### src/verilog/mpsi_pkg.sv
// constants for the mac physical-side interface block
package mpsi_pkg;
    // attachment modes
    localparam logic [1:0] MODE_BYTE = 2'h0;
    localparam logic [1:0] MODE_TEN = 2'h1;
    localparam logic [1:0] MODE_XCVR = 2'h2;
    // positions inside the vector of asynchronous pin inputs
    localparam int AI_MDC = 0;
    localparam int AI_MDIO = 1;
    localparam int AI_SIGDET = 2;
    localparam int AI_LOCKED = 3;
    localparam int AI_REFSEL = 4;
    localparam int AI_TXCLK = 5;
    localparam int AI_RXCLK = 6;
    localparam int AI_DV = 7;
    localparam int AI_ER = 8;
    localparam int AI_CRS = 9;
    localparam int AI_COL = 10;
    localparam int AI_CLKE = 11;
    localparam int AI_CLKO = 12;
    localparam int AI_ADDR = 13;
    localparam int AI_RXD = 18;
    localparam int AI_SYME = 26;
    localparam int AI_SYMO = 36;
    localparam int ASYNC_W = 46;
    // management frame layout
    localparam int MDC_DIV_W = 6;
    localparam logic [1:0] MGMT_START = 2'h1;
    localparam logic [1:0] MGMT_OP_WRITE = 2'h1;
    localparam logic [1:0] MGMT_OP_READ = 2'h2;
    localparam logic [1:0] MGMT_TA_WRITE = 2'h2;
    localparam logic [1:0] MGMT_TA_READ = 2'h3;
    localparam logic [31:0] MGMT_PREAMBLE = 32'hFFFF_FFFF;
    localparam logic [6:0] MGMT_FRAME_BITS = 7'h40;
    localparam logic [6:0] MGMT_RD_DRIVE_BITS = 7'h2E;
    localparam logic [6:0] MGMT_RD_SAMPLE_FROM = 7'h31;
    localparam logic [5:0] MGMT_PREAMBLE_MIN = 6'h20;
    localparam logic [3:0] MGMT_HDR_LAST = 4'hD;
    localparam logic [3:0] MGMT_DATA_LAST = 4'hF;
    // sublayer registers
    localparam logic [4:0] REG_CTRL0 = 5'h00;
    localparam logic [4:0] REG_STATUS = 5'h01;
    localparam int CTRL0_LOOPBACK_BIT = 14;
    localparam logic [15:0] CTRL0_RESET = 16'h0000;
    localparam int STATUS_LIGHT_BIT = 0;
    localparam int STATUS_LINK_BIT = 2;
    // transmit word layout and code-group alignment
    localparam int TX_WORD_W = 10;
    localparam int TX_ERR_BIT = 8;
    localparam int TX_FIFO_DEPTH = 16;
    localparam logic [6:0] COMMA_PLUS = 7'h1F;
    localparam logic [6:0] COMMA_MINUS = 7'h60;
    localparam logic [1:0] COMMAS_TO_SYNC = 2'h3;
endpackage

### src/verilog/mpsi_top.sv
// mac physical-side interface: transmit fifo, pin capture, management and alignment logic
// Overview of operation
// drive management data only while tristate low
// host present: management clock divided from system
// host absent: external clock serves sublayer registers
// integrator ties management data input high
// transmit clocks derived from 125 MHz reference
// byte mode sends data, enable, error
// byte mode samples receive on recovered clock
// ten-bit mode sends code group, forwarded clock
// lock-to-reference output always low
// wrap output follows control bit 14
// two receive symbol inputs, own clocks
// comma enable while synchronisation is lost
// asynchronous address selects sublayer registers
// signal detect high means light present
// integrator ties signal detect high if unused
// transceiver reset until clock generator locked
// integrator supplies both transceiver user clocks
// reference select picks primary or alternate
// asynchronous inputs pass synchroniser stages
// management frames follow clause-22 format
`timescale 1ns/1ps

module mpsi_fifo #(
    parameter int WIDTH = 10,
    parameter int DEPTH = 16
) (
    // clock and reset
    input wire logic sys_clk,
    input wire logic rst_b,
    // fill side
    input wire logic in_valid,
    output logic in_ready,
    input wire logic [WIDTH-1:0] in_data,
    // drain side
    output logic out_valid,
    input wire logic out_ready,
    output logic [WIDTH-1:0] out_data
);
    localparam int AW = $clog2(DEPTH);
    logic [WIDTH-1:0] mem [DEPTH];
    logic [AW:0] wr_q;
    logic [AW:0] rd_q;
    logic push;
    logic pop;

    // pointers carry one extra bit so full and empty differ
    assign in_ready = (wr_q[AW] == rd_q[AW]) || (wr_q[AW-1:0] != rd_q[AW-1:0]);
    assign out_valid = wr_q != rd_q;
    assign push = in_valid && in_ready;
    assign pop = out_valid && out_ready;
    assign out_data = mem[rd_q[AW-1:0]];

    // storage has no reset, only the pointers matter
    always_ff @(posedge sys_clk) begin
        if (push) begin
            mem[wr_q[AW-1:0]] <= in_data;
        end
    end

    always_ff @(posedge sys_clk or negedge rst_b) begin
        if (!rst_b) begin
            wr_q <= '0;
            rd_q <= '0;
        end else begin
            if (push) begin
                wr_q <= wr_q + 1'b1;
            end
            if (pop) begin
                rd_q <= rd_q + 1'b1;
            end
        end
    end
endmodule

module mpsi_top (
    // clock and reset
    input wire logic sys_clk,
    input wire logic rst_b,
    // configuration
    input wire logic [1:0] phy_mode,
    input wire logic host_port_present,
    input wire logic [mpsi_pkg::MDC_DIV_W-1:0] mdc_divide,
    // host management commands
    input wire logic mgmt_req,
    input wire logic [1:0] mgmt_op,
    input wire logic [4:0] mgmt_phy_addr,
    input wire logic [4:0] mgmt_reg_addr,
    input wire logic [15:0] mgmt_wdata,
    output logic mgmt_ready,
    output logic [15:0] mgmt_rdata,
    output logic mgmt_rdata_valid,
    // management pins
    output logic mdc,
    input wire logic mdc_in,
    input wire logic mdio_in,
    output logic mdio_out,
    output logic mdio_tri,
    // client transmit
    input wire logic [mpsi_pkg::TX_WORD_W-1:0] tx_data,
    input wire logic tx_error,
    input wire logic tx_valid,
    output logic tx_ready,
    // byte-wide phy pins
    input wire logic tx_ref_clock_125,
    output logic phy_tx_clock,
    output logic [7:0] phy_tx_data,
    output logic phy_tx_enable,
    output logic phy_tx_error,
    input wire logic phy_rx_clock,
    input wire logic [7:0] phy_rx_data,
    input wire logic phy_rx_valid,
    input wire logic phy_rx_error,
    input wire logic phy_carrier_sense,
    input wire logic phy_collision,
    // client receive, byte mode
    output logic [7:0] rx_data,
    output logic rx_valid,
    output logic rx_error,
    output logic rx_strobe,
    output logic carrier_sense,
    output logic collision,
    // ten-bit serdes pins
    output logic [9:0] serdes_tx_symbol,
    output logic serdes_tx_clock,
    output logic serdes_lock_to_ref,
    output logic serdes_wrap,
    input wire logic [9:0] serdes_rx_symbol_even,
    input wire logic [9:0] serdes_rx_symbol_odd,
    input wire logic serdes_rx_clock_even,
    input wire logic serdes_rx_clock_odd,
    output logic comma_align_enable,
    // client receive, ten-bit mode
    output logic [9:0] rx_symbol,
    output logic rx_symbol_odd,
    output logic rx_symbol_strobe,
    output logic link_synced,
    // sublayer address and light detect
    input wire logic [4:0] sublayer_mgmt_address,
    input wire logic signal_detect,
    output logic light_present,
    // integrated transceiver control
    input wire logic clockgen_locked,
    input wire logic xcvr_ref_select,
    output logic xcvr_reset,
    output logic xcvr_use_alternate
);
    import mpsi_pkg::*;

    typedef enum logic [1:0] {MPSI_SYNC_LOSS, MPSI_SYNC_ACQ, MPSI_SYNC_OK} mpsi_sync_t;
    typedef enum logic {MPSI_MST_IDLE, MPSI_MST_RUN} mpsi_mst_t;
    typedef enum logic [1:0] {MPSI_SL_HUNT, MPSI_SL_HDR, MPSI_SL_TA, MPSI_SL_DATA} mpsi_sl_t;

    function automatic logic is_comma(input logic [9:0] sym);
        return (sym[6:0] == COMMA_PLUS) || (sym[6:0] == COMMA_MINUS);
    endfunction

    logic [ASYNC_W-1:0] pins, s1_q, s2_q, s3_q, st_q, prev_q, rise;
    logic [MDC_DIV_W-1:0] div_q;
    logic mdc_q, mdc_rise, mdc_fall, sl_rise, sl_in, mst_in, tx_tick;
    logic fifo_valid, fifo_pop;
    logic [TX_WORD_W-1:0] fifo_word, push_word;
    mpsi_sync_t sync_q;
    logic [1:0] comma_q;
    mpsi_mst_t mst_q;
    logic [63:0] mst_sh_q;
    logic [6:0] mst_n_q;
    logic mst_rd_q, mst_out_q, mst_tri_q;
    mpsi_sl_t sl_q;
    logic [5:0] ones_q;
    logic [3:0] sl_n_q;
    logic [12:0] hdr_q;
    logic [13:0] hdr_full;
    logic [4:0] sl_reg_q;
    logic sl_rd_q, sl_drive_q, sl_out_q;
    logic [15:0] sl_sh_q, ctrl0_q, status_w, rd_word;

    assign pins = {serdes_rx_symbol_odd, serdes_rx_symbol_even, phy_rx_data, sublayer_mgmt_address,
                   serdes_rx_clock_odd, serdes_rx_clock_even, phy_collision, phy_carrier_sense,
                   phy_rx_error, phy_rx_valid, phy_rx_clock, tx_ref_clock_125, xcvr_ref_select,
                   clockgen_locked, signal_detect, mdio_in, mdc_in};

    // three stages; a bit moves on only once stages two and three agree
    always_ff @(posedge sys_clk or negedge rst_b) begin
        if (!rst_b) begin
            s1_q <= '0;
            s2_q <= '0;
            s3_q <= '0;
            st_q <= '0;
            prev_q <= '0;
        end else begin
            s1_q <= pins;
            s2_q <= s1_q;
            s3_q <= s2_q;
            st_q <= (s2_q & ~(s2_q ^ s3_q)) | (st_q & (s2_q ^ s3_q)); // see R19
            prev_q <= st_q;
        end
    end
    assign rise = st_q & ~prev_q;
    assign light_present = st_q[AI_SIGDET];

    // mdc divider: the line toggles every mdc_divide+1 system cycles
    always_ff @(posedge sys_clk or negedge rst_b) begin
        if (!rst_b) begin
            div_q <= '0;
            mdc_q <= 1'b0;
        end else if (!host_port_present) begin
            div_q <= '0;
            mdc_q <= 1'b0;
        end else if (div_q == mdc_divide) begin
            div_q <= '0;
            mdc_q <= ~mdc_q;
        end else begin
            div_q <= div_q + 1'b1;
        end
    end
    assign mdc_rise = host_port_present && (div_q == mdc_divide) && !mdc_q;
    assign mdc_fall = host_port_present && (div_q == mdc_divide) && mdc_q;
    assign mdc = mdc_q;

    // host absent: sublayer listens to the external clock and line instead
    assign sl_rise = host_port_present ? mdc_rise : rise[AI_MDC];
    assign sl_in = host_port_present ? mst_out_q : st_q[AI_MDIO];
    assign mst_in = sl_drive_q ? sl_out_q : st_q[AI_MDIO];
    assign mdio_out = host_port_present ? mst_out_q : sl_out_q;
    assign mdio_tri = host_port_present ? mst_tri_q : !sl_drive_q;
    assign mgmt_ready = host_port_present && (mst_q == MPSI_MST_IDLE);

    // master: bits change after the falling mdc edge, read data sampled on the rising edge
    always_ff @(posedge sys_clk or negedge rst_b) begin
        if (!rst_b) begin
            mst_q <= MPSI_MST_IDLE;
            mst_sh_q <= '0;
            mst_n_q <= '0;
            mst_rd_q <= 1'b0;
            mst_out_q <= 1'b1;
            mst_tri_q <= 1'b1;
            mgmt_rdata <= '0;
            mgmt_rdata_valid <= 1'b0;
        end else begin
            mgmt_rdata_valid <= 1'b0;
            if (mst_q == MPSI_MST_IDLE) begin
                if (mgmt_req && mgmt_ready) begin
                    mst_q <= MPSI_MST_RUN;
                    mst_rd_q <= mgmt_op == MGMT_OP_READ;
                    mst_n_q <= '0;
                    mst_sh_q <= {MGMT_PREAMBLE, MGMT_START, mgmt_op, mgmt_phy_addr, mgmt_reg_addr,
                                 (mgmt_op == MGMT_OP_READ) ? MGMT_TA_READ : MGMT_TA_WRITE,
                                 (mgmt_op == MGMT_OP_READ) ? 16'hFFFF : mgmt_wdata};
                end
            end else if (mdc_fall) begin
                if (mst_n_q == MGMT_FRAME_BITS) begin
                    mst_q <= MPSI_MST_IDLE;
                    mst_tri_q <= 1'b1;
                    mst_out_q <= 1'b1;
                    mgmt_rdata_valid <= mst_rd_q;
                end else begin
                    mst_out_q <= mst_sh_q[63];
                    mst_sh_q <= {mst_sh_q[62:0], 1'b1};
                    mst_tri_q <= mst_rd_q && (mst_n_q >= MGMT_RD_DRIVE_BITS);
                    mst_n_q <= mst_n_q + 1'b1;
                end
            end else if (mdc_rise && mst_rd_q && (mst_n_q >= MGMT_RD_SAMPLE_FROM)) begin
                mgmt_rdata <= {mgmt_rdata[14:0], mst_in};
            end
        end
    end

    // sublayer register slave, answers only its own synchronised address
    assign hdr_full = {hdr_q, sl_in};
    assign status_w = 16'(({15'h0, link_synced} << STATUS_LINK_BIT) | ({15'h0, light_present} << STATUS_LIGHT_BIT));
    assign rd_word = (sl_reg_q == REG_CTRL0) ? ctrl0_q : ((sl_reg_q == REG_STATUS) ? status_w : 16'h0000);
    always_ff @(posedge sys_clk or negedge rst_b) begin
        if (!rst_b) begin
            sl_q <= MPSI_SL_HUNT;
            ones_q <= '0;
            sl_n_q <= '0;
            hdr_q <= '0;
            sl_reg_q <= '0;
            sl_rd_q <= 1'b0;
            sl_drive_q <= 1'b0;
            sl_out_q <= 1'b1;
            sl_sh_q <= '0;
            ctrl0_q <= CTRL0_RESET;
        end else if (sl_rise) begin
            unique case (sl_q)
                MPSI_SL_HUNT: begin
                    if (sl_in) begin
                        ones_q <= (ones_q == MGMT_PREAMBLE_MIN) ? ones_q : ones_q + 1'b1;
                    end else if (ones_q == MGMT_PREAMBLE_MIN) begin
                        sl_q <= MPSI_SL_HDR;
                        hdr_q <= '0;
                        sl_n_q <= 4'h1;
                    end else begin
                        ones_q <= '0;
                    end
                end
                MPSI_SL_HDR: begin
                    hdr_q <= hdr_full[12:0];
                    sl_n_q <= sl_n_q + 1'b1;
                    if (sl_n_q == MGMT_HDR_LAST) begin
                        ones_q <= '0;
                        sl_n_q <= '0;
                        sl_reg_q <= hdr_full[4:0];
                        sl_rd_q <= hdr_full[11:10] == MGMT_OP_READ;
                        if (hdr_full[13:12] == MGMT_START && hdr_full[9:5] == st_q[AI_ADDR+:5] &&
                            (hdr_full[11:10] == MGMT_OP_READ || hdr_full[11:10] == MGMT_OP_WRITE)) begin
                            sl_q <= MPSI_SL_TA;
                        end else begin
                            sl_q <= MPSI_SL_HUNT;
                        end
                    end
                end
                MPSI_SL_TA: begin
                    if (sl_n_q == 4'h0) begin
                        sl_n_q <= 4'h1;
                        sl_drive_q <= sl_rd_q;
                        sl_out_q <= !sl_rd_q;
                    end else begin
                        sl_n_q <= '0;
                        sl_q <= MPSI_SL_DATA;
                        sl_out_q <= sl_rd_q ? rd_word[15] : 1'b1;
                        sl_sh_q <= {rd_word[14:0], 1'b0};
                    end
                end
                MPSI_SL_DATA: begin
                    sl_n_q <= sl_n_q + 1'b1;
                    if (sl_rd_q) begin
                        sl_out_q <= (sl_n_q == MGMT_DATA_LAST) ? 1'b1 : sl_sh_q[15];
                        sl_sh_q <= {sl_sh_q[14:0], 1'b0};
                    end else begin
                        sl_sh_q <= {sl_sh_q[14:0], sl_in};
                    end
                    if (sl_n_q == MGMT_DATA_LAST) begin
                        sl_q <= MPSI_SL_HUNT;
                        sl_drive_q <= 1'b0;
                        if (!sl_rd_q && sl_reg_q == REG_CTRL0) begin
                            ctrl0_q <= {sl_sh_q[14:0], sl_in};
                        end
                    end
                end
            endcase
        end
    end
    assign serdes_wrap = ctrl0_q[CTRL0_LOOPBACK_BIT];
    assign serdes_lock_to_ref = 1'b0;

    // transmit fifo; the stall reaches the client through tx_ready
    assign push_word = (phy_mode == MODE_TEN) ? tx_data : TX_WORD_W'({tx_error, tx_data[7:0]});
    assign tx_tick = rise[AI_TXCLK];
    assign fifo_pop = tx_tick && fifo_valid;
    mpsi_fifo #(.WIDTH(TX_WORD_W), .DEPTH(TX_FIFO_DEPTH)) u_tx_fifo (
        .sys_clk(sys_clk),
        .rst_b(rst_b),
        .in_valid(tx_valid),
        .in_ready(tx_ready),
        .in_data(push_word),
        .out_valid(fifo_valid),
        .out_ready(tx_tick),
        .out_data(fifo_word)
    );

    // one word leaves per reference clock rise; the forwarded clock is the synchronised reference
    always_ff @(posedge sys_clk or negedge rst_b) begin
        if (!rst_b) begin
            phy_tx_clock <= 1'b0;
            serdes_tx_clock <= 1'b0;
            phy_tx_data <= '0;
            phy_tx_enable <= 1'b0;
            phy_tx_error <= 1'b0;
            serdes_tx_symbol <= '0;
        end else begin
            phy_tx_clock <= (phy_mode == MODE_BYTE) && st_q[AI_TXCLK];
            serdes_tx_clock <= (phy_mode == MODE_TEN) && st_q[AI_TXCLK];
            if (tx_tick && phy_mode == MODE_BYTE) begin
                phy_tx_data <= fifo_pop ? fifo_word[7:0] : 8'h00;
                phy_tx_enable <= fifo_pop;
                phy_tx_error <= fifo_pop && fifo_word[TX_ERR_BIT];
            end
            if (fifo_pop && phy_mode == MODE_TEN) begin
                serdes_tx_symbol <= fifo_word;
            end
        end
    end

    // receive capture on the rise of each synchronised receive clock
    always_ff @(posedge sys_clk or negedge rst_b) begin
        if (!rst_b) begin
            rx_data <= '0;
            rx_valid <= 1'b0;
            rx_error <= 1'b0;
            rx_strobe <= 1'b0;
            carrier_sense <= 1'b0;
            collision <= 1'b0;
            rx_symbol <= '0;
            rx_symbol_odd <= 1'b0;
            rx_symbol_strobe <= 1'b0;
        end else begin
            rx_strobe <= 1'b0;
            rx_symbol_strobe <= 1'b0;
            carrier_sense <= (phy_mode == MODE_BYTE) && st_q[AI_CRS];
            collision <= (phy_mode == MODE_BYTE) && st_q[AI_COL];
            if (phy_mode == MODE_BYTE && rise[AI_RXCLK]) begin
                rx_data <= st_q[AI_RXD+:8];
                rx_valid <= st_q[AI_DV];
                rx_error <= st_q[AI_ER];
                rx_strobe <= 1'b1;
            end
            // the two clocks are half a period apart; even wins a shared cycle
            if (phy_mode == MODE_TEN && (rise[AI_CLKE] || rise[AI_CLKO])) begin
                rx_symbol <= rise[AI_CLKE] ? st_q[AI_SYME+:10] : st_q[AI_SYMO+:10];
                rx_symbol_odd <= !rise[AI_CLKE];
                rx_symbol_strobe <= 1'b1;
            end
        end
    end

    // alignment: loss of light or leaving ten-bit mode forces loss of sync
    always_ff @(posedge sys_clk or negedge rst_b) begin
        if (!rst_b) begin
            sync_q <= MPSI_SYNC_LOSS;
            comma_q <= '0;
        end else if (phy_mode != MODE_TEN || !light_present) begin
            sync_q <= MPSI_SYNC_LOSS;
            comma_q <= '0;
        end else if (rx_symbol_strobe && is_comma(rx_symbol) && sync_q != MPSI_SYNC_OK) begin
            comma_q <= comma_q + 1'b1;
            sync_q <= (comma_q + 1'b1 == COMMAS_TO_SYNC) ? MPSI_SYNC_OK : MPSI_SYNC_ACQ;
        end
    end
    assign comma_align_enable = sync_q == MPSI_SYNC_LOSS;
    assign link_synced = sync_q == MPSI_SYNC_OK;

    // transceiver held in reset until the clock generator is locked and transceiver mode is selected
    always_ff @(posedge sys_clk or negedge rst_b) begin
        if (!rst_b) begin
            xcvr_reset <= 1'b1;
            xcvr_use_alternate <= 1'b0;
        end else begin
            xcvr_reset <= !(phy_mode == MODE_XCVR && st_q[AI_LOCKED]);
            xcvr_use_alternate <= st_q[AI_REFSEL];
        end
    end

    a_mdio_release: assert property (@(posedge sys_clk) disable iff (!rst_b)
        (!host_port_present && !sl_drive_q) |-> mdio_tri) else $error("mdio driven while released");
    a_mdc_quiet_absent: assert property (@(posedge sys_clk) disable iff (!rst_b)
        (!host_port_present [*2]) |-> !mdc) else $error("mdc toggles without host port");
    a_lock_ref_low: assert property (@(posedge sys_clk) disable iff (!rst_b)
        !serdes_lock_to_ref) else $error("lock to reference not low");
    a_wrap_write: assert property (@(posedge sys_clk) disable iff (!rst_b)
        (sl_rise && sl_q == MPSI_SL_DATA && sl_n_q == MGMT_DATA_LAST && !sl_rd_q && sl_reg_q == REG_CTRL0)
        |=> serdes_wrap == $past(sl_sh_q[CTRL0_LOOPBACK_BIT-1])) else $error("wrap not loaded from control");
    a_comma_on_dark: assert property (@(posedge sys_clk) disable iff (!rst_b)
        !light_present |=> comma_align_enable && !link_synced) else $error("comma enable off without light");
    a_xcvr_hold: assert property (@(posedge sys_clk) disable iff (!rst_b)
        !st_q[AI_LOCKED] |=> xcvr_reset) else $error("transceiver released before lock");
    a_byte_tx: assert property (@(posedge sys_clk) disable iff (!rst_b)
        (phy_mode == MODE_BYTE && tx_tick && fifo_valid) |=> phy_tx_enable && phy_tx_data == $past(fifo_word[7:0]))
        else $error("byte not forwarded on reference tick");
    a_byte_rx: assert property (@(posedge sys_clk) disable iff (!rst_b)
        (phy_mode == MODE_BYTE && rise[AI_RXCLK]) |=> rx_strobe ##1 !rx_strobe) else $error("receive strobe wrong");
    a_even_capture: assert property (@(posedge sys_clk) disable iff (!rst_b)
        (phy_mode == MODE_TEN && rise[AI_CLKE]) |=> rx_symbol == $past(st_q[AI_SYME+:10]) && !rx_symbol_odd)
        else $error("even symbol not captured");
    a_light_follow: assert property (@(posedge sys_clk) disable iff (!rst_b)
        (s2_q[AI_SIGDET] == s3_q[AI_SIGDET]) |=> light_present == $past(s3_q[AI_SIGDET]))
        else $error("signal detect not settled");
    a_mgmt_busy: assert property (@(posedge sys_clk) disable iff (!rst_b)
        (mgmt_req && mgmt_ready) |=> !mgmt_ready [*2]) else $error("master accepted overlapping frame");
endmodule

### config.mk
export PLATFORM = sky130hd
export DESIGN_NAME = mpsi_top
export DESIGN_NICKNAME = d
export VERILOG_FILES = /design/src/verilog/mpsi_pkg.sv /design/src/verilog/mpsi_top.sv
export SDC_FILE = /design/constraint.sdc
export NUM_CORES = 1
export LEC_CHECK = 0
export ABC_AREA = 1
export BUFFER_PORTS_ARGS = -buffer_cell sky130_fd_sc_hd__buf_2
export CAP_MARGIN = 10
export CORE_MARGIN = 2
export CORE_UTILIZATION = 55
export CTS_BUF_LIST = sky130_fd_sc_hd__clkbuf_8
export DETAILED_ROUTE_END_ITERATION = 10
export MAX_ROUTING_LAYER = met4
export PLACE_DENSITY = 0.74
export RECOVER_POWER = 25
export SLEW_MARGIN = 20
export SYNTH_ARGS = -nofsm -noshare
export SYNTH_HDL_FRONTEND = slang
export SYNTH_HIERARCHICAL = 1
export SYNTH_SLANG_ARGS = --single-unit
### constraint.sdc
create_clock -name sys_clk -period 2.95 [get_ports sys_clk]
set_input_delay 0.59 -clock sys_clk [delete_from_list [all_inputs] [get_ports sys_clk]]
set_output_delay 0.59 -clock sys_clk [all_outputs]
set_load 0.05 [all_outputs]
# After elaboration in Yosys (flattened, before gate mapping)
# Memory sizes are Yosys's and may differ from the RTL's.
# Cells that the tools add are included.
[totals] memories=1 input_bits=98 word_cells=234 ramBits=160 reg_bits=424 out_inout_bits=76
[memory_table] memory="u_tx_fifo.mem" depth=16 width=10 read_ports=1 rd_clocked_by_memory_dff=0 wr=1 line_no="mpsi_top.sv:42" source="logic [WIDTH-1:0] mem [DEPTH];"
[op_classes] n_reduce_logical=58 eq_ne=36 bitwise=11 addsub=7 mux=73 order_cmp=2
[ops] cell="two-way mux 64 bit" n=4
[ops] cell="bitwise AND 46 bit" n=2
[ops] cell="two-way mux 16 bit" n=3
[ops] cell="inverter 46 bit" n=1
[ops] cell="OR 46 bit" n=1
[ops] cell="bitwise XOR 46 bit" n=1
[ops] cell="two-way mux 6 bit" n=6
[ops] cell="case mux 16 bit (2 select lines)" n=1
[ops] cell="two-way mux 1 bit" n=29
[ops] cell="two-way mux 7 bit" n=4
[ops] cell="two-way mux 13 bit" n=2
[ops] cell="case mux 13 bit (2 select lines)" n=1
[ops] cell="logical AND 1 bit" n=25
[ops] cell="two-way mux 2 bit" n=11
[ops] cell="inequality test 2 bit (second input constant)" n=11
[ops] cell="two-way mux 10 bit" n=2
[ops] cell="AND reduction 3 bit" n=6
[ops] cell="case mux 4 bit (4 select lines)" n=1
[ops] cell="AND reduction 4 bit" n=4
[ops] cell="== test 2 bit (second input constant)" n=7
[ops] cell="== test 7 bit (second input constant)" n=2
[ops] cell="greater-or-equal comparator 7 x 6 -> 1 bit (second input constant)" n=2
[ops] cell="bitwise AND 13 bit" n=1
[ops] cell="inverter 13 bit" n=1
[ops] cell="32 further kinds" n=59

# Longest topological paths before layout
# Gate-level depths: netlist (run 1).
[depth] depth_word=7 ltp_mapped=12 mapped_depth_nobuf=11

# Hierarchy
# Netlist (run 1), hierarchy kept.
[modules_own_cells] mod="mpsi_top" n_inst=1 area_each_um2=15202.1 cells_per_inst=1418 seq_area_each_um2=10164.7
[modules_own_cells] mod="mpsi_fifo" n_inst=1 area_each_um2=7205.7 cells_per_inst=667 seq_area_each_um2=5054.8

# Least setup slack after synthesis (run 1)
# OpenSTA, ideal clock, no wires.
[synth_path] path_type="input -> register" from="in host_port_present" to="reg mst_sh_q[13]" cell_stages=10 n_path_buf=3 arrival_ps=2324 setup_slack_ps=502 required_time_ps=2827 setup_time_ps=123 cell_sequence="buf_6 > inv_1 > nor2_1 > nand2_1 > o21ai_2 > nand2_4 > buf_6 > buf_6 > nand2_1 > o21ai_2"
[synth_via] elab_chain_cells=4 elab_cells_between_ends=7 classes_between="eq/ne: 1; reduce/logical: 6"
[synth_lines] item="start, declared" line_no="mpsi_top.sv:83" source="input wire logic host_port_present,"
[synth_lines] item="logical AND 1 bit" line_no="mpsi_top.sv:228" source="assign mgmt_ready = host_port_present && (mst_q == MPSI_MST_IDLE);"
[synth_lines] item="named net mgmt_ready" line_no="mpsi_top.sv:91" source="output logic mgmt_ready,"
[synth_lines] item="logical AND 1 bit" line_no="mpsi_top.sv:244" source="if (mgmt_req && mgmt_ready) begin"
[synth_lines] item="nonzero test 2 bit (no line)"
[synth_lines] item="AND reduction 3 bit (no line)"
[synth_lines] item="end signal, assigned" line_no="mpsi_top.sv:248" source="mst_sh_q <= {MGMT_PREAMBLE, MGMT_START, mgmt_op, mgmt_phy_addr, mgmt_reg_addr,"
[synth_lines] item="end signal, assigned" line_no="mpsi_top.sv:260" source="mst_sh_q <= {mst_sh_q[62:0], 1'b1};"
[synth_lines] item="end, declared" line_no="mpsi_top.sv:167" source="logic [63:0] mst_sh_q;"
# The timed path passes the listed nets, and every way through them passes these cells.
# A chain may end at the register's enable or synchronous reset.

# Final worst setup path (run 1)
[layout_path] from="reg u_tx_fifo.rd_q[2]" to="out tx_ready"
[layout_via] elab_chain_cells=2
[layout_lines] item="start, declared" line_no="mpsi_top.sv:44" source="logic [AW:0] rd_q;"
[layout_lines] item="start signal, assigned" line_no="mpsi_top.sv:71" source="rd_q <= rd_q + 1'b1;"
[layout_lines] item="inequality test 4 bit" line_no="mpsi_top.sv:49" source="assign in_ready = (wr_q[AW] == rd_q[AW]) || (wr_q[AW-1:0] != rd_q[AW-1:0]);"
[layout_lines] item="logical OR 1 bit" line_no="mpsi_top.sv:49"
[layout_lines] item="end, declared" line_no="mpsi_top.sv:104" source="output logic tx_ready,"
# No other way between the ends.

==> impl.org, run 1 <==
** Timing
- Setup repair after global routing left no endpoint under its margin.
- F_max :: 369 MHz
- Fin. max-slew vios :: 0
- Tcrit/Tclk final :: 0.918
- Worst-case clock skew :: about 0.037 ns
- Setup TNS :: 0 ns
- In this run the tightest slew margin relative to its limit is 0.252.
- The number of failing hold endpoints at the final stage is 0.
- Final setup fails :: 0
- Minimum clock period :: around 2.7 ns
- At the pin with the least slew margin, the transition time is approximately 1.1 ns.

** Pwr
- The internal portion of the total power is approximately 14 mW.
- Maximum vdd drop :: about 0.5 mV
- Sw Share :: 0.332
- In this run the power spent charging and discharging nets is roughly 6.9 mW.
- Seq pwr share :: 0.461
- The share of total power dissipated in combinational logic is 0.219.
- Leakage power :: between 10 and 15 nW
- Total power draw :: around 21 mW
- Of the total power, the clock network draws 0.321.
- Dividing total power by cell area gives a power density of around 800 nW/µm².

** Cells and area
- Compared with the post-synthesis result, the final layout area differs by 15.0%.
- Share of cells above drive strength 1 :: 0.166
- Total Nets Final :: about 2400
- 0 antenna diodes ended up in the layout.

** Yosys
- Number of synthesized flops with an enable pin :: 160
- In this run the mean area of a mapped cell was approximately 11 µm².
- Unique cell type count in the Yosys netlist :: 51
- Cell types with the highest counts after synthesis :: nand2_1 (538), dfrtp_1 (412), nor2_1 (241)
- Library cell with the largest summed area after synthesis :: dfrtp_1
- Post-Synthesis Cells :: roughly 2100
- For this run, the leading register cell type out of synthesis is dfrtp_1.
- Syn Nets :: between 2000 and 2500
- After synthesis the netlist holds a flip-flop and latch count of roughly 580.
- Portion of synthesized cell area occupied by the leading cell type :: 0.460
- Cell area after synthesis :: 22400 µm²
- Post-synthesis sequential area ratio :: 0.679
- The Yosys step of the flow raised 6 warnings.
- After synthesis, the cell types taking the most area are dfrtp_1 (46%), edfxtp_1 (21%), nand2_1 (9.0%).
- In the synthesized netlist the async set-or-reset flop fraction comes to 0.722.
- Cell with the most instances after synthesis :: nand2_1

** Critical path
- Worst flop-to-flop path endpoint :: mst_sh_q[56]$_DFFE_PN0P_
- Cell type of the slowest stage on the worst timing path :: dfrtp_2
- The worst setup path is launched from a flip-flop.
- WP data arrival :: between 2 and 2.5 ns
- Element type at the critical path end :: primary output
- Along the worst path, the maximum fanout reaches 17.
- Most frequent CP cell :: nand2_1
- Walking the worst path, the cells encountered are inv_2 > nand2_1 > nand2_1 > nor2_4 > nand3_4 > buf_2.
- The critical path is of the flip-flop to primary output type.
- For flop-to-flop paths, the worst setup slack is 0.59 ns.
- STA puts the critical path data required time at between 2 and 2.5 ns.
- For this run, the slowest stage of the critical path takes approximately 0.55 ns.
- Reg2reg path depth :: 10
- Together, buffers and inverters on the worst path number 2.
- Launch instance of the worst register-to-register path :: mst_n_q[1]$_DFFE_PN0P_
- Family with the most delay on the worst path :: flip-flops

** Clock tree
- TritonCTS created slightly above 90 clock buffers.
- Clock slew seen by the registers of the worst setup and hold paths :: roughly 0.060 ns
- Clock root buffer :: clkbuf_8
- TritonCTS clock tree :: built
- The later pin in the worst-skew pair is clocked with a latency of roughly 0.66 ns.
- In this run the deepest clock path goes through 3 buffers.
- The clock drives about 580 sinks.
- Count of H-tree levels built during CTS :: 3

** Routing
- Drt first pass iters :: 6
- Count of nets left with antenna violations after detail routing :: 0
- The final route contains 15100 vias.
- The first routing iteration left roughly 1100 violations.
- WL per Instance :: 16.1 µm
- Dividing the detail-routed via count by the number of cells gives 5.17.
- In the routed design, unresolved DRC markers number 0.
- Wire length reported by the detailed router :: between 40 and 50 mm

** Placed design
- Routability-driven placement finished with a final weighted congestion of between 0.8 and 0.9.
- Detailed placement finished with a half-perimeter wire length of between 30 and 40 mm.
- Buffers placed on the I/O ports in this run total ~170.

** Worst hold path
- In this run the most critical hold path is launched from phy_carrier_sense.
- For hold timing, the worst endpoint is s1_q[9]$_DFF_PN0_.
- Cell count of the worst hold path :: 1
- Hold Crit Class :: input pin to flip-flop

** Floorplanning
- Initial Util :: 0.560
- The floorplan has 73 rows.
- Floorplan die area :: about 42000 µm²
- In this run the standard cell core region covers roughly 40000 µm².
- Die Y :: 206 µm
- Die width :: slightly above 200 µm
- I/O pins :: 174

** Global route
- The via count of the first global-routing pass is ~15000.
- The initial antenna violation count is 0.
- Global routing finished with a remaining overflow of 0.
- Global-route track usage on met2 :: 0.368
- After global routing, the most crowded layer is met2.
- For this run, the total global-route usage over all layers was measured as 0.237.
- Global-route wire length before repair :: between 70 and 80 mm
- Entering global routing, the biggest net connects 85 pins.
- For this run, global-route usage on met3 was measured as 0.0493.
- Fraction of met1 tracks used by global routing :: 0.312

** Status
- The run finished with clean final reports.

** Run
- Number of max-cap violations :: 0
## per-stage QoR
stage / utilization / cells / setup WS, ns / area (µm²) / hold WS [ns]
detailed placement: 0.597 / 2742 / 0.510 / 23900 / 0.335
CTS: 0.645 / 2916 / 0.00751 / 25800 / 0.00170
floorplan: - / 2085 / 0.502 / 22400 / 0.294
global route: 0.644 / 2916 / 0.124 / 25800 / 0.0139
finish: 0.644 / 2916 / 0.243 / 25800 / 0.0468
global placement: 0.597 / 2742 / 0.635 / 23900 / 0.332
## worst reg2reg max path, delay by kind of cell (launching register included)
family	cells	cell delay [ns]
DFF	1	0.46
AOI/OAI and AO/OA	2	0.58
and+or+nand+nor	5	0.51
buffers and inverters	2	0.45
adders and majority gates	1	0.18
## how the worst max path moves through the flow
stage | cells past startpoint | to | start
finish | 6 | tx_ready | u_tx_fifo/rd_q[2]$_DFFE_PN0P_
global route | 6 | tx_ready | u_tx_fifo/rd_q[2]$_DFFE_PN0P_
CTS | 6 | tx_ready | u_tx_fifo/rd_q[2]$_DFFE_PN0P_
detailed placement | 11 | mst_sh_q[39]$_DFFE_PN0P_ | mdc_divide[0]
global placement | 12 | mst_sh_q[39]$_DFFE_PN0P_ | mdc_divide[0]
floorplan | 10 | mst_sh_q[13]$_DFFE_PN0P_ | host_port_present
## per-layer routing
layer | share of wire | routed length, µm | vias up
met4 | 0.028 | 1310 | 0
met3 | 0.062 | 2920 | 85
met2 | 0.48 | 22200 | 445
met5 | 0 | 0 | -
met1 | 0.43 | 20300 | 7266
li1 | - | - | 7286
## power by group through the flow
stage / registers [mW] / logic (mW) / clock network, mW
after floorplan: 10.3 / 2.43 / 0
after global placement: 9.66 / 4.40 / 0
after detailed placement: 9.69 / 4.48 / 0
after CTS: 9.54 / 4.51 / 6.82
after global routing: 9.65 / 4.99 / 7.18
final: 9.55 / 4.53 / 6.64
## sequential cells by signal, indices dropped and copies added, names as in the netlist, 7 cells and up, named ones only
register,count
ctrl0_q,16
hdr_q,13
mgmt_rdata,16
mst_n_q,7
mst_sh_q,64
phy_tx_data,8
rx_data,8
rx_symbol,10
s1_q,46
s2_q,46
s3_q,46
serdes_tx_symbol,10
sl_sh_q,16
u_tx_fifo/mem,160
## logic make-up after synthesis
| family | synth area share |
|---|---|
| fa+ha+maj | 0.0300 |
| xor+xnor | 0.00938 |
| buf+inv | 0.0425 |
| mux | 0.00402 |
| flops | 0.679 |
| other cells | 0.000167 |
| simple gates | 0.170 |
| compound gates | 0.0648 |
## final cells by class
class	count	area, µm²
clock buffer	110	1510
clock inverter	58	327
fill	3152	14200
inverter	136	510
multi-input combinational	1289	6230
sequential	576	15200
tap	525	657
timing repair buffer	222	1310
## layout by cell type (no fill, tap or decap), types with 13 or more instances in the layout
cell type	n
a31oi_1	24
buf_2	159
buf_4	39
clkbuf_8	110
dfrtp_1	409
edfxtp_1	160
ha_1	17
inv_1	160
maj3_1	46
nand2_1	538
nand3_1	100
nor2_1	241
o21ai_0	170
o21ai_1	45
o21ai_2	13
xor2_1	15
## timing repair
action / 4_1_cts / 5_1_grt
hold endpoints to repair: 67 / 0
resized for setup: 0 / 2
hold buffers: 6 / 0
endpoints found under the setup margin: 0 / 1
setup buffers: 0 / 0
Power figures use the tool's default switching activity.
==> run 2, diff against run 1 <==
--- a/config.mk
+++ b/config.mk
@@ -13,7 +13,7 @@
 export CTS_BUF_LIST = sky130_fd_sc_hd__clkbuf_8
 export DETAILED_ROUTE_END_ITERATION = 10
 export MAX_ROUTING_LAYER = met4
-export PLACE_DENSITY = 0.74
+export PLACE_DENSITY = 0.73
 export RECOVER_POWER = 25
 export SLEW_MARGIN = 20
 export SYNTH_ARGS = -nofsm -noshare
==> impl.org, run 2 (synthesis results as in run 1) <==
** Cells and area
- The most common cell after layout, fill and taps aside is nand2_1 (unchanged).
- Commonest non-fill, non-tap cells in the layout: nand2_1 (538), dfrtp_1 (410), nor2_1 (241) (was nand2_1 (538), dfrtp_1 (409), nor2_1 (241)).
- Number of antenna repair diodes :: 0 (unchanged)
- The relative area change from synthesis to final layout came to 16.4% (was 15.0%).
- The share of final-layout standard cells stronger than drive strength 1 is 0.167 (was 0.166).
- The number of nets in the layout was 2450 (was 2433).
- Flip-flop count of the largest register, all copies and words added :: 160 (unchanged)

** Timing
- The fmax came to 370 MHz (was 369 MHz).
- The final-report setup violation count was 0 (unchanged).
- Crit path setup slack, layout :: 0.249 ns (was 0.243 ns)
- The transition at the pin with the smallest max-transition slack is 1.10 ns (was 1.12 ns).
- Worst-case clock skew :: 0.0315 ns (was 0.0371 ns)
- The number of failing hold endpoints at the final stage came to 0 (unchanged).
- Tcrit/Tclk final :: 0.916 (was 0.918)
- Setup TNS :: 0 ns (unchanged)
- Fin. max-slew vios :: 0 (unchanged)
- RSZ-0062 raised after global routing: no (unchanged).
- The shortest clock period the worst path allows after layout is 2.70 ns (was 2.71 ns).
- The tightest slew margin relative to the limit was 0.264 (was 0.252).

** Pwr
- The power spent charging and discharging nets was 6.91 mW (was 6.87 mW).
- Sw Share :: 0.329 (was 0.332)
- Pwr Density :: 804 nW/µm² (was 803 nW/µm²)
- P_int :: 14.1 mW (was 13.8 mW)
- The share of power burned in registers is 0.455 (was 0.461).
- Leakage power :: 11.9 nW (was 11.8 nW)
- Comb pwr share :: 0.215 (was 0.219)
- The worst vdd rail ir drop was 0.592 mV (was 0.515 mV).
- Clock network fraction of total power :: 0.330 (was 0.321)

** Floorplanning
- The cell row count was 73 (unchanged).
- The overall die width was 206 µm (unchanged).
- The floorplan die height was 206 µm (unchanged).
- I/O pins :: 174 (unchanged)
- The area of the die was 42400 µm² (unchanged).
- Core box area :: 40000 µm² (unchanged)
- Initial Util :: 0.560 (unchanged)

** Global route
- The global routing usage on met3 was 0.0529 (was 0.0493).
- The via count of the first global-routing pass is 15300 (was 15100).
- The sum of overflow across all layers after global routing is 0 (unchanged).
- Largest net degree at the start of global routing :: 99 (was 85)
- The total track usage came to 0.242 (was 0.237).
- Initial antenna violation count :: 0 (unchanged)
- Global-route track usage on met2 :: 0.362 (was 0.368)
- The first-pass GRT wire length is 78.3 mm (was 76.5 mm).
- Busiest metal layer after global routing :: met2 (unchanged)
- The met1 capacity usage during global routing is 0.335 (was 0.312).

** Clock tree
- Clock sinks :: 576 (unchanged)
- The clock buffer count from CTS was 91 (was 93).
- The number of levels the H-tree was split into was 3 (unchanged).
- The clock tree from TritonCTS is built (unchanged).
- Clock slew seen by the registers of the worst setup and hold paths :: 0.06 ns (about the same)
- The root buffer cell was clkbuf_8 (unchanged).
- The maximum clock path buffer count was 3 (unchanged).
- Insertion delay to the later sink of the worst-skew pair :: 0.67 ns (was 0.66 ns)
- The number of buffers added for setup after CTS came to 0 (unchanged).

** Critical path
- The endpoint class of the critical path was a primary output (unchanged).
- The critical-path cell with the highest stage delay is dfrtp_2 (unchanged).
- Endpoint of the most critical setup path :: tx_ready (unchanged)
- Crit path largest cell delay :: 0.55 ns (about the same)
- Launch instance of the worst register-to-register path :: mst_n_q[0]$_DFFE_PN0P_ (was mst_n_q[1]$_DFFE_PN0P_)
- Required time reported for the critical path endpoint :: 2.36 ns (about the same)
- Crit path cell chain :: inv_2 > nand2_1 > nand2_1 > nor2_4 > nand3_4 > buf_2 (unchanged)
- Setup crit start kind :: flip-flop (unchanged)
- The most numerous cell on the critical path is nand2_1 (unchanged).
- Setup Crit Path Kind :: flip-flop to primary output (unchanged)
- Reg2reg path depth :: 10 (unchanged)
- The register-to-register setup slack came to 0.41 ns (was 0.59 ns).
- Critical path startpoint :: u_tx_fifo/rd_q[2]$_DFFE_PN0P_ (unchanged)
- The arrival time of data at the critical path endpoint is 2.11 ns (was 2.12 ns).
- Worst flop-to-flop path endpoint :: mst_n_q[4]$_DFFE_PN0P_ (was mst_sh_q[56]$_DFFE_PN0P_)
- Crit Path Max Fanout :: 17 (unchanged)

** Routing
- The DRC violation total after the first TritonRoute iteration came to 1019 (was 1093).
- Drc violations :: 0 (unchanged)
- Count of nets left with antenna violations after detail routing :: 0 (unchanged)
- Wire length reported by the detailed router :: 47.7 mm (was 46.8 mm)
- Routed via count :: 15200 (was 15100)
- The number of detailed-route iterations in the first pass came to 5 (was 6).
- WL per Instance :: 16.2 µm (was 16.1 µm)
- DR vias/cell :: 5.18 (was 5.17)

** Status
- Outcome: complete, no violations (unchanged).

** Placed design
- Final GP Congestion :: 0.895 (was 0.874)
- Placed wire-length estimate after detailed placement :: 30.6 mm (was 30.3 mm)
- The count of buffers inserted at the top-level ports is 172 (unchanged).
- The worst setup slack before clock tree synthesis came to 0.455 ns (was 0.510 ns).

** Run
- Number of max-cap violations :: 0 (unchanged)

** Worst hold path
- Hold Crit Class :: input pin to flip-flop (unchanged)
## run 2: power by group through the flow
stage / sequential, mW / clock, mW / combinational, mW
CTS: 9.53 / 7.10 / 4.53
global placement: 9.63 / 0 / 4.40
global route: 9.63 / 7.46 / 5.00
finish: 9.54 / 6.92 / 4.52
floorplan: 10.3 / 0 / 2.43
detailed placement: 9.67 / 0 / 4.48
## run 2: how the worst min path moves through the flow
stage / from / to / slack (ns) / cells after the start
finish: serdes_rx_symbol_even[7] / s1_q[33]$_DFF_PN0_ / 0.05 / 1
global route: serdes_rx_symbol_even[8] / s1_q[34]$_DFF_PN0_ / 0.003 / 1
floorplan: rst_b / asynchronous set/reset pin / 0.29 / 0
CTS: serdes_rx_symbol_odd[1] / s1_q[37]$_DFF_PN0_ / 0.0005 / 1
detailed placement: s1_q[25]$_DFF_PN0_ / s2_q[25]$_DFF_PN0_ / 0.33 / 0
global placement: s1_q[15]$_DFF_PN0_ / s2_q[15]$_DFF_PN0_ / 0.33 / 0
## run 2: cell type report
cell class	count	area [µm²]
Multi-Input combinational cell	1289	6230
Fill cell	3049	13900
Timing Repair Buffer	241	1520
Clock buffer	116	1600
Clock inverter	56	350
Tap cell	525	657
Inverter	136	510
Sequential cell	576	15200
## run 2: timing repair
item / in CTS / in global routing
hold buffers: 25 / 1
endpoints found under the setup margin: 0 / 1
endpoints found under the hold margin: 89 / 1
resized for setup: 0 / 1
## run 2: stage by stage
step	std cells	power [mW]	hold slack (ns)	utilization	area (µm²)
after detailed placement	2741	14.1	0.335	0.598	23900
after floorplan	2085	12.7	0.294	-	22400
after global routing	2939	22.1	0.00330	0.652	26100
final	2939	21.0	0.0485	0.652	26100
after CTS	2938	21.2	0.000518	0.652	26100
after global placement	2741	14.0	0.331	0.598	23900
## run 2: critical path, delay by kind of cell, from the launching register on
kind | cells | cell delay (ns)
buffers and inverters | 2 | 0.43
DFF | 1 | 0.55
and+or+nand+nor | 4 | 0.48
## run 2: per-layer routing
| metal | wire length (µm) | part of all wire |
|---|---|---|
| met5 | 0 | 0 |
| met3 | 2810 | 0.059 |
| met2 | 22100 | 0.46 |
| met4 | 1150 | 0.024 |
| met1 | 21600 | 0.45 |
